$ cat src/inc/ssp_pkg.sv
package ssp_pkg;

  // ------------------------------------------------------------
  // mode field encodings
  // ------------------------------------------------------------
  localparam logic [3:0] SSP_MODE_M_DIV4 = 4'h0;
  localparam logic [3:0] SSP_MODE_M_DIV16 = 4'h1;
  localparam logic [3:0] SSP_MODE_M_DIV64 = 4'h2;
  localparam logic [3:0] SSP_MODE_M_TMR = 4'h3;
  localparam logic [3:0] SSP_MODE_S_SEL = 4'h4;
  localparam logic [3:0] SSP_MODE_S_NOSEL = 4'h5;
  localparam logic [3:0] SSP_MODE_M_RELOAD = 4'hA;

  // ------------------------------------------------------------
  // field positions and counts
  // ------------------------------------------------------------
  localparam int SSP_CTL_MODE_LSB = 0;
  localparam int SSP_STAT_CKE_BIT = 6;
  localparam int SSP_STAT_SMP_BIT = 7;
  localparam int SSP_STAT_BF_BIT = 0;
  localparam logic [3:0] SSP_BITS = 4'h8;
  localparam logic [7:0] SSP_DIV4_HALF = 8'h02;
  localparam logic [7:0] SSP_DIV16_HALF = 8'h08;
  localparam logic [7:0] SSP_DIV64_HALF = 8'h20;
  localparam logic [7:0] SSP_BUF_RESET = 8'h00;

  // ------------------------------------------------------------
  // carriers
  // ------------------------------------------------------------
  typedef struct packed {
    logic enable;
    logic polarity;
    logic [3:0] mode;
  } ssp_ctl_s;

  typedef struct packed {
    logic sample_end;
    logic edge_sel;
  } ssp_cfg_s;

  typedef struct packed {
    logic int_flag;
    logic buf_full;
    logic write_collision_flag;
  } ssp_flags_s;

  typedef enum logic [1:0] {
    SSP_IDLE = 2'b00,
    SSP_LEAD = 2'b01,
    SSP_TRAIL = 2'b10
  } ssp_state_e;

endpackage : ssp_pkg

$ cat src/hdl/ssp_port.sv
`timescale 1ns/1ps

module ssp_port
  import ssp_pkg::*;
(
  input wire logic clk_i,
  input wire logic rst_n_i,
  input wire ssp_ctl_s ctl_i,
  input wire ssp_cfg_s cfg_i,
  input wire logic [7:0] reload_i,
  input wire logic timer_tick_i,
  input wire logic overwrite_en_i,
  input wire logic int_en_i,
  input wire logic wr_i,
  input wire logic [7:0] wr_data_i,
  input wire logic rd_i,
  input wire logic write_collision_flag_clr_i,
  input wire logic int_clr_i,
  input wire logic sck_i,
  input wire logic sdi_i,
  input wire logic ss_n_i,
  output logic sck_o,
  output logic sck_oe_o,
  output logic sdo_o,
  output logic sdo_oe_o,
  output logic [7:0] rd_data_o,
  output ssp_flags_s flags_o,
  output logic [7:0] status_o,
  output logic busy_o,
  output logic wake_o
);

  // ------------------------------------------------------------
  // decode
  // ------------------------------------------------------------
  function automatic logic is_master(input logic [3:0] m);
    is_master = (m[3:2] == 2'b00) || (m == SSP_MODE_M_RELOAD);
  endfunction : is_master

  function automatic logic is_slave(input logic [3:0] m);
    is_slave = (m[3:1] == 3'b010);
  endfunction : is_slave

  logic master;
  logic slave;
  logic sel_ctl;
  logic selected;
  logic cpha;
  assign master = ctl_i.enable && is_master(ctl_i.mode);
  assign slave = ctl_i.enable && is_slave(ctl_i.mode);
  assign sel_ctl = slave && (ctl_i.mode == SSP_MODE_S_SEL);
  assign selected = !sel_ctl || !ss_n_i;
  assign cpha = !cfg_i.edge_sel;

  ssp_state_e state;
  logic [7:0] shreg;
  logic [7:0] rxbuf;
  logic [3:0] bitcnt;
  logic [7:0] divcnt;
  logic sck_prev;
  logic samp_d;
  logic busy;
  logic write_ok;
  logic byte_done;

  // ------------------------------------------------------------
  // master rate divider
  // ------------------------------------------------------------
  logic [7:0] half_per;
  logic tick;
  always_comb begin
    case (ctl_i.mode)
      SSP_MODE_M_DIV4: half_per = SSP_DIV4_HALF;
      SSP_MODE_M_DIV16: half_per = SSP_DIV16_HALF;
      SSP_MODE_M_DIV64: half_per = SSP_DIV64_HALF;
      SSP_MODE_M_RELOAD: half_per = 8'(({1'b0, reload_i} + 9'h001) << 1);
      default: half_per = 8'h01;
    endcase
  end

  always_ff @(posedge clk_i or negedge rst_n_i) begin
    if (!rst_n_i) begin
      divcnt <= 8'h00;
    end else if (state == SSP_IDLE || !master) begin
      divcnt <= 8'h00;
    end else if (ctl_i.mode == SSP_MODE_M_TMR) begin
      divcnt <= 8'h00;
    end else if (divcnt + 8'h01 >= half_per) begin
      divcnt <= 8'h00;
    end else begin
      divcnt <= divcnt + 8'h01;
    end
  end

  // timer mode: every timer tick is one half period, giving timer/2
  assign tick = master && state != SSP_IDLE &&
    ((ctl_i.mode == SSP_MODE_M_TMR) ? timer_tick_i : (divcnt + 8'h01 >= half_per));

  // ------------------------------------------------------------
  // slave clock edges
  // ------------------------------------------------------------
  logic s_rise;
  logic s_fall;
  logic s_lead;
  logic s_trail;
  always_ff @(posedge clk_i or negedge rst_n_i) begin
    if (!rst_n_i) begin
      sck_prev <= 1'b0;
    end else begin
      sck_prev <= sck_i;
    end
  end
  assign s_rise = sck_i && !sck_prev;
  assign s_fall = !sck_i && sck_prev;
  // leading edge leaves the idle level set by polarity
  assign s_lead = slave && selected && (ctl_i.polarity ? s_fall : s_rise);
  assign s_trail = slave && selected && (ctl_i.polarity ? s_rise : s_fall);

  // ------------------------------------------------------------
  // write acceptance
  // ------------------------------------------------------------
  assign busy = (state != SSP_IDLE) || (bitcnt != 4'h0);
  assign write_ok = wr_i && ctl_i.enable && !busy && !flags_o.write_collision_flag &&
    (overwrite_en_i || !flags_o.buf_full || master);

  // ------------------------------------------------------------
  // shift engine
  // ------------------------------------------------------------
  // per bit: a shift edge puts the next bit out, a sample edge takes sdi.
  // cpha=0 (edge bit set): data is out before the first edge, lead samples.
  logic m_lead;
  logic m_trail;
  assign m_lead = tick && state == SSP_LEAD;
  assign m_trail = tick && state == SSP_TRAIL;

  logic samp;
  logic shft;
  always_comb begin
    samp = 1'b0;
    shft = 1'b0;
    if (master) begin
      samp = cpha ? m_trail : m_lead;
      shft = cpha ? m_lead : m_trail;
    end else if (slave) begin
      samp = cpha ? s_trail : s_lead;
      shft = cpha ? s_lead : s_trail;
    end
  end

  logic sdi_use;
  logic take;
  // sample-at-end takes the input one clock after the sampling edge,
  // still ahead of the far side moving on at the next shift edge
  assign sdi_use = sdi_i;
  assign take = (master && cfg_i.sample_end) ? samp_d : samp;
  assign byte_done = take && (bitcnt == SSP_BITS - 4'h1);

  always_ff @(posedge clk_i or negedge rst_n_i) begin
    if (!rst_n_i) begin
      samp_d <= 1'b0;
    end else begin
      samp_d <= samp && master && cfg_i.sample_end;
    end
  end

  logic out_bit;
  always_ff @(posedge clk_i or negedge rst_n_i) begin
    if (!rst_n_i) begin
      shreg <= SSP_BUF_RESET;
      bitcnt <= 4'h0;
      out_bit <= 1'b0;
    end else if (!ctl_i.enable) begin
      bitcnt <= 4'h0;
    end else if (write_ok) begin
      shreg <= wr_data_i;
      out_bit <= wr_data_i[7];
    end else if (sel_ctl && ss_n_i) begin
      bitcnt <= 4'h0;
    end else begin
      // the shift edge after a full byte puts the received msb out again
      if (shft) begin
        out_bit <= shreg[7];
      end
      if (take) begin
        shreg <= {shreg[6:0], sdi_use};
        bitcnt <= byte_done ? 4'h0 : bitcnt + 4'h1;
      end
    end
  end

  // ------------------------------------------------------------
  // master sequencer and serial clock
  // ------------------------------------------------------------
  always_ff @(posedge clk_i or negedge rst_n_i) begin
    if (!rst_n_i) begin
      state <= SSP_IDLE;
      sck_o <= 1'b0;
    end else if (!master) begin
      state <= SSP_IDLE;
      sck_o <= ctl_i.polarity;
    end else begin
      case (state)
        SSP_IDLE: begin
          sck_o <= ctl_i.polarity;
          if (write_ok) begin
            state <= SSP_LEAD;
          end
        end
        SSP_LEAD: begin
          if (tick) begin
            sck_o <= !ctl_i.polarity;
            state <= SSP_TRAIL;
          end
        end
        SSP_TRAIL: begin
          if (tick) begin
            sck_o <= ctl_i.polarity;
            // both settings end on the eighth trail: trailing-edge sampling at bitcnt 7, leading-edge sampling once bitcnt has wrapped to 0
            state <= (cpha ? (bitcnt == SSP_BITS - 4'h1) : (bitcnt == 4'h0)) ?
              SSP_IDLE : SSP_LEAD;
          end
        end
        default: state <= SSP_IDLE;
      endcase
    end
  end

  // ------------------------------------------------------------
  // pin drive
  // ------------------------------------------------------------
  always_ff @(posedge clk_i or negedge rst_n_i) begin
    if (!rst_n_i) begin
      sck_oe_o <= 1'b0;
      sdo_oe_o <= 1'b0;
      sdo_o <= 1'b0;
    end else begin
      sck_oe_o <= master;
      sdo_oe_o <= master || (slave && selected);
      sdo_o <= (cpha && bitcnt == 4'h0 && !busy) ? shreg[7] : out_bit;
    end
  end

  // ------------------------------------------------------------
  // receive buffer and flags
  // ------------------------------------------------------------
  always_ff @(posedge clk_i or negedge rst_n_i) begin
    if (!rst_n_i) begin
      rxbuf <= SSP_BUF_RESET;
    end else if (byte_done) begin
      rxbuf <= {shreg[6:0], sdi_use};
    end else if (write_ok) begin
      rxbuf <= wr_data_i;
    end
  end

  always_ff @(posedge clk_i or negedge rst_n_i) begin
    if (!rst_n_i) begin
      flags_o <= '0;
    end else begin
      if (byte_done) begin
        flags_o.buf_full <= 1'b1;
      end else if (rd_i) begin
        flags_o.buf_full <= 1'b0;
      end
      if (byte_done) begin
        flags_o.int_flag <= 1'b1;
      end else if (int_clr_i) begin
        flags_o.int_flag <= 1'b0;
      end
      if (wr_i && ctl_i.enable && busy) begin
        flags_o.write_collision_flag <= 1'b1;
      end else if (write_collision_flag_clr_i) begin
        flags_o.write_collision_flag <= 1'b0;
      end
    end
  end

  always_ff @(posedge clk_i or negedge rst_n_i) begin
    if (!rst_n_i) begin
      rd_data_o <= SSP_BUF_RESET;
      status_o <= 8'h00;
      busy_o <= 1'b0;
      wake_o <= 1'b0;
    end else begin
      rd_data_o <= byte_done ? {shreg[6:0], sdi_use} : rxbuf;
      status_o <= {cfg_i.sample_end, cfg_i.edge_sel, 5'h00, flags_o.buf_full};
      busy_o <= busy;
      wake_o <= slave && int_en_i && (flags_o.int_flag || byte_done);
    end
  end

  // ------------------------------------------------------------
  // checks
  // ------------------------------------------------------------
  property p_done_flags;
    @(posedge clk_i) disable iff (!rst_n_i)
    byte_done |=> flags_o.buf_full && flags_o.int_flag;
  endproperty
  a_done_flags: assert property (p_done_flags) else $error("byte end did not set flags");

  property p_write_collision_flag;
    @(posedge clk_i) disable iff (!rst_n_i)
    (wr_i && ctl_i.enable && busy) |=> flags_o.write_collision_flag;
  endproperty
  a_write_collision_flag: assert property (p_write_collision_flag) else $error("collision not flagged");

  property p_write_collision_flag_block;
    @(posedge clk_i) disable iff (!rst_n_i)
    (flags_o.write_collision_flag && wr_i && !byte_done) |=> $stable(rxbuf);
  endproperty
  a_write_collision_flag_block: assert property (p_write_collision_flag_block) else $error("write taken under collision");

  property p_read_clear;
    @(posedge clk_i) disable iff (!rst_n_i)
    (rd_i && !byte_done) |=> !flags_o.buf_full;
  endproperty
  a_read_clear: assert property (p_read_clear) else $error("read left full flag");

  property p_disable_pins;
    @(posedge clk_i) disable iff (!rst_n_i)
    !ctl_i.enable |=> !sck_oe_o && !sdo_oe_o;
  endproperty
  a_disable_pins: assert property (p_disable_pins) else $error("pins driven while off");

  property p_start;
    @(posedge clk_i) disable iff (!rst_n_i)
    (master && write_ok) |=> state == SSP_LEAD;
  endproperty
  a_start: assert property (p_start) else $error("master did not start");

  property p_idle_level;
    @(posedge clk_i) disable iff (!rst_n_i)
    (master && state == SSP_IDLE) ##1 (state == SSP_IDLE) |-> sck_o == $past(ctl_i.polarity);
  endproperty
  a_idle_level: assert property (p_idle_level) else $error("clock idle level wrong");

  property p_desel;
    @(posedge clk_i) disable iff (!rst_n_i)
    (sel_ctl && ss_n_i) |=> !sdo_oe_o && bitcnt == 4'h0;
  endproperty
  a_desel: assert property (p_desel) else $error("deselect not honoured");

  property p_load;
    @(posedge clk_i) disable iff (!rst_n_i)
    write_ok |=> shreg == $past(wr_data_i) && rxbuf == $past(wr_data_i);
  endproperty
  a_load: assert property (p_load) else $error("write did not load both");

endmodule : ssp_port

$ cat config.mk
export PLATFORM = sky130hd
export DESIGN_NAME = ssp_port
export DESIGN_NICKNAME = d
export VERILOG_FILES = /design/src/inc/ssp_pkg.sv /design/src/hdl/ssp_port.sv
export SDC_FILE = /design/constraint.sdc
export NUM_CORES = 1
export LEC_CHECK = 0
export ABC_AREA = 1
export ABC_CLOCK_PERIOD_IN_PS = 2800
export BUFFER_PORTS_ARGS = -buffer_cell sky130_fd_sc_hd__buf_2
export CAP_MARGIN = 30
export CORE_MARGIN = 2
export CORE_UTILIZATION = 42
export CTS_BUF_LIST = sky130_fd_sc_hd__clkbuf_16
export CTS_CLUSTER_DIAMETER = 60
export DETAILED_ROUTE_END_ITERATION = 16
export PLACE_DENSITY = 0.69
export RECOVER_POWER = 100
export SKIP_CTS_REPAIR_TIMING = 1
export SLEW_MARGIN = 5
export SYNTH_ARGS = -nofsm -noshare
export SYNTH_HDL_FRONTEND = slang
export SYNTH_SLANG_ARGS = --single-unit
$ cat constraint.sdc
create_clock -name clk_i -period 2.8 [get_ports clk_i]
set_input_delay 0.56 -clock clk_i [delete_from_list [all_inputs] [get_ports clk_i]]
set_output_delay 0.56 -clock clk_i [all_outputs]
set_load 0.01 [all_outputs]
==> flow_summary.rst <==
.. list-table::
   :header-rows: 1

   * - Metric
     - Value
   * - Async set-or-reset flop fraction in the synthesized netlist
     - 100%
   * - Family with the most delay on the worst path
     - simple AND/OR/NAND/NOR gates
   * - Type of the most critical hold path
     - input port to register
   * - Count of flip-flops with a built-in enable after synthesis
     - 0
   * - Final Hold Viols
     - 0
   * - Clock network latency to the later pin of the worst-skew pair
     - between 200 and 300 ps
   * - Clock tree from TritonCTS
     - yes
   * - Number of sinks handled by clock tree synthesis
     - between 50 and 60
   * - Critical path start-end classification
     - register to register
   * - DIE AREA
     - 8140 µm²
   * - CP Cell Sequence
     - ha_1, nand2_1, nor2_1, nand2_1, xor2_2, ha_1, nand2_2, nor2_1, nand2_1, nand2_2, nand4_4, nand3_4, nand3_4, clkbuf_16, nand3_1, nand3_1
   * - Max-cap violation count
     - 0
   * - Final setup violating endpoints
     - 0
   * - Result of the run
     - complete, no violations
   * - Number of distinct library cells after synthesis
     - 37
   * - Cell repeated most along the worst path
     - nand2_1
   * - Via/cell ratio
     - 4.82
   * - Headroom to the max-slew limit
     - 2.16%
   * - Chip height
     - 90.2 µm
   * - Final standard cell count with taps included and fillers excluded
     - 574
   * - Vias after detailed routing
     - 2764
   * - Total of fill cells in the finished design
     - 673
   * - Worst supply voltage drop on vdd
     - 0.000243 V
   * - Cell count after placement
     - 559
   * - Fraction of the yosys area taken by sequential cells
     - 42.5%
   * - Leak pwr
     - 2.02 nW
   * - WL per Instance
     - 12.6 µm
   * - Fraction of final layout cells with drive strength greater than 1
     - 23.8%
   * - Tightest Pin Transition
     - 1470 ps
   * - Capturing element type of the critical path
     - register
   * - Fmax achieved
     - 370 MHz
   * - Placed Instance Area
     - between 3000 and 4000 µm²
   * - Area of the multi-input gates
     - between 1500 and 2000 µm²
   * - Average instance area after synthesis
     - 7.96 µm²
   * - Clock transition at path regs
     - around 70 ps
   * - Root buffer cell
     - clkbuf_16
   * - Cell area power density
     - 598 nW/µm²
   * - Starting DRC count in detailed routing
     - 126
   * - Crit path launch type
     - register
   * - Post-route cell area
     - 3950 µm²
   * - Total track usage
     - 16.9%
   * - Top cells by area in the synthesized netlist
     - dfrtp_1 (43%), nand2_1 (13%), inv_1 (6.9%)
   * - Remaining design rule violation count
     - 0
   * - Slew Viols, Final
     - 0
   * - Cell area after synthesis
     - 3120 µm²
   * - Worst-case hold path end point
     - status_o[7]
   * - Number of antenna repair diodes
     - 0
   * - Data arrival time of the worst path
     - about 2900 ps
   * - Number of warnings reported in the yosys synthesis log
     - 0
   * - Routability-driven placement congestion ratio
     - 0.798
   * - Routed wire length
     - 7220 µm
   * - Estimated wirelength of the detail-placed design
     - slightly above 5000 µm
   * - Worst hold path stage count
     - 1
   * - Total core area
     - 7210 µm²
   * - Cell with the largest stage delay on the worst path
     - dfrtp_1
   * - Number of detailed-route iterations in the first pass
     - 4
   * - Yosys top cell area share
     - 42.5%
   * - Max Clock Skew
     - 4.07 ps
   * - Final period utilization
     - 96.4%
   * - Remaining antenna violation count
     - 0
   * - Reg-to-reg critical path startpoint
     - divcnt[0]
   * - NumNets Final
     - 527
   * - CP bufs+invs
     - 1
   * - Cts bufs inserted
     - 5
   * - Setup TNS
     - 0 ps
   * - Initial antenna violation count
     - 0
   * - Area delta synth->final
     - 26.4%
   * - Number of buffers on the longest clock path
     - 2
   * - Number of buffer cells added on primary ports
     - 54
   * - Row count
     - 31
   * - Cells after Synth
     - 392
   * - Peak per-stage delay on the critical path
     - between 400 and 500 ps
   * - Pin count of the biggest net entering global routing
     - 28
   * - Flops & latches, synth
     - 53
   * - Count of pins on the block boundary
     - 61
   * - First-pass GRT wire length
     - 11400 µm
   * - Min Tclk post-route
     - 2700 ps
   * - Die width
     - 90.2 µm
   * - Hold path startpoint
     - cfg_i[1]
   * - Biggest area consumer among synthesized cells
     - dfrtp_1
   * - Vias in the first global route
     - approximately 2600
   * - Main flop type after synthesis
     - dfrtp_1
   * - Worst EP required
     - 2980 ps
   * - Reg-to-Reg End
     - rxbuf[3]
   * - Total area of sequential cells
     - 1330 µm²
   * - Starting Density
     - 43.3%
   * - Peak fanout along the critical path
     - 5
   * - R2R setup slack
     - about 100 ps
   * - H-tree depth
     - 2
   * - Overflow left after global routing
     - 0
   * - Number of cells traversed by the worst register-to-register path
     - 16
## registers in the layout, indices dropped and copies added (netlist names), 2 cells and up
name,flops
rd_data_o,8
status_o,3
bitcnt,4
divcnt,8
shreg,8
rxbuf,8
flags_o,3
state,2
## Yosys cell counts (all sizes together) (2+ instances only)
cell / count
nand2: 117
inv: 59
dfrtp: 53
nand3: 36
nor2: 34
o21ai: 28
ha: 17
a21oi: 10
buf: 10
nand4: 7
nor3: 5
xor2: 5
o22ai: 2
## cell families (layout without fill, tap and decap cells)
kind of cell / Yosys count / count (layout) / synth area share [%]
flip-flops: 53 / 53 / 42.5
other: 1 / 5 / 0.120
AND/OR/NAND/NOR: 201 / 202 / 30.2
buffers and inverters: 70 / 148 / 9.78
AO/OA/AOI/OAI: 44 / 44 / 8.90
XOR/XNOR: 6 / 6 / 1.68
adder cells (fa/ha/maj): 17 / 17 / 6.82
## cell type report
class / count / share of cell area (%)
multi-input cells: 274 / 41.5
flip-flops and latches: 53 / 33.6
repair buffers: 80 / 12.1
inverters: 60 / 5.77
clock buffers: 5 / 3.17
well taps: 99 / 3.14
clock inverters: 3 / 0.634
## report_power, final
group | total [mW] | switching (mW) | internal [mW] | leakage (nW)
combinational | 0.665 | 0.413 | 0.252 | 1.26
sequential | 1.06 | 0.0943 | 0.968 | 0.689
clock | 0.633 | 0.294 | 0.338 | 0.0708
total | 2.36 | 0.802 | 1.56 | 2.02
## per-stage QoR
step / setup WS (ps) / utilization [%] / power (mW) / hold slack, ps
2_1_floorplan: 123 / - / 1.51 / 264
3_3_place_gp: -208 / 50.1 / 1.70 / 381
4_1_cts: -9.01 / 52.2 / 2.37 / 283
5_1_grt: -65.7 / 54.7 / 2.52 / 391
3_5_place_dp: -301 / 50.1 / 1.73 / 405
6_report: 100 / 54.7 / 2.36 / 390
## routing by layer
metal / vias to the layer above / share of wire (%) / track usage [%]
met5: - / 0 / 0
met2: 64 / 51 / 29.8
met3: 9 / 4.9 / 3.44
met1: 1298 / 43 / 21.0
li1: 1393 / - / -
met4: 0 / 1.2 / 4.62
## worst register-to-register path, delay by kind of cell, from the launching register on
| kind | cells | cell delay (ps) |
|---|---|---|
| xor+xnor | 1 | 170 |
| fa+ha+maj | 2 | 480 |
| buf+inv | 1 | 210 |
| flops | 1 | 410 |
| simple gates | 12 | 1300 |
## layout by cell type, fill, tap and decap left out, types with 2 or more instances in the layout
cell       Yosys  layout
a21oi_1        8       7
a21oi_2        1       2
buf_2          3      30
buf_4          5      20
clkbuf_1       0      26
clkbuf_16      0       7
conb_1         1       5
dfrtp_1       53      53
ha_1          17      15
inv_1         57      57
inv_2          2       2
inv_6          0       2
nand2_1      109     104
nand2_2        4       8
nand2_4        4       4
nand2_8        0       2
nand3_1       32      30
nand3_2        3       3
nand3_4        1       3
nand4_1        5       5
nand4_4        0       2
nor2_1        29      28
nor2_2         3       4
nor2_4         2       2
nor3_1         3       3
nor3_2         2       2
o21ai_0       20      19
o21ai_2        8       9
o22ai_1        2       2
xor2_1         5       3
xor2_2         0       2
## how the worst max path moves through the flow
| stage | startpoint | end | cells after the start |
|---|---|---|---|
| finish | divcnt[0] | rxbuf[3] | 16 |
| global route | divcnt[0] | rxbuf[3] | 18 |
| CTS | divcnt[0] | rxbuf[4] | 18 |
| detailed placement | reload_i[0] | rxbuf[4] | 20 |
| global placement | reload_i[0] | rxbuf[5] | 20 |
| floorplan | reload_i[0] | shreg[4] | 20 |
No activity file was read; power rests on OpenSTA's default activity.
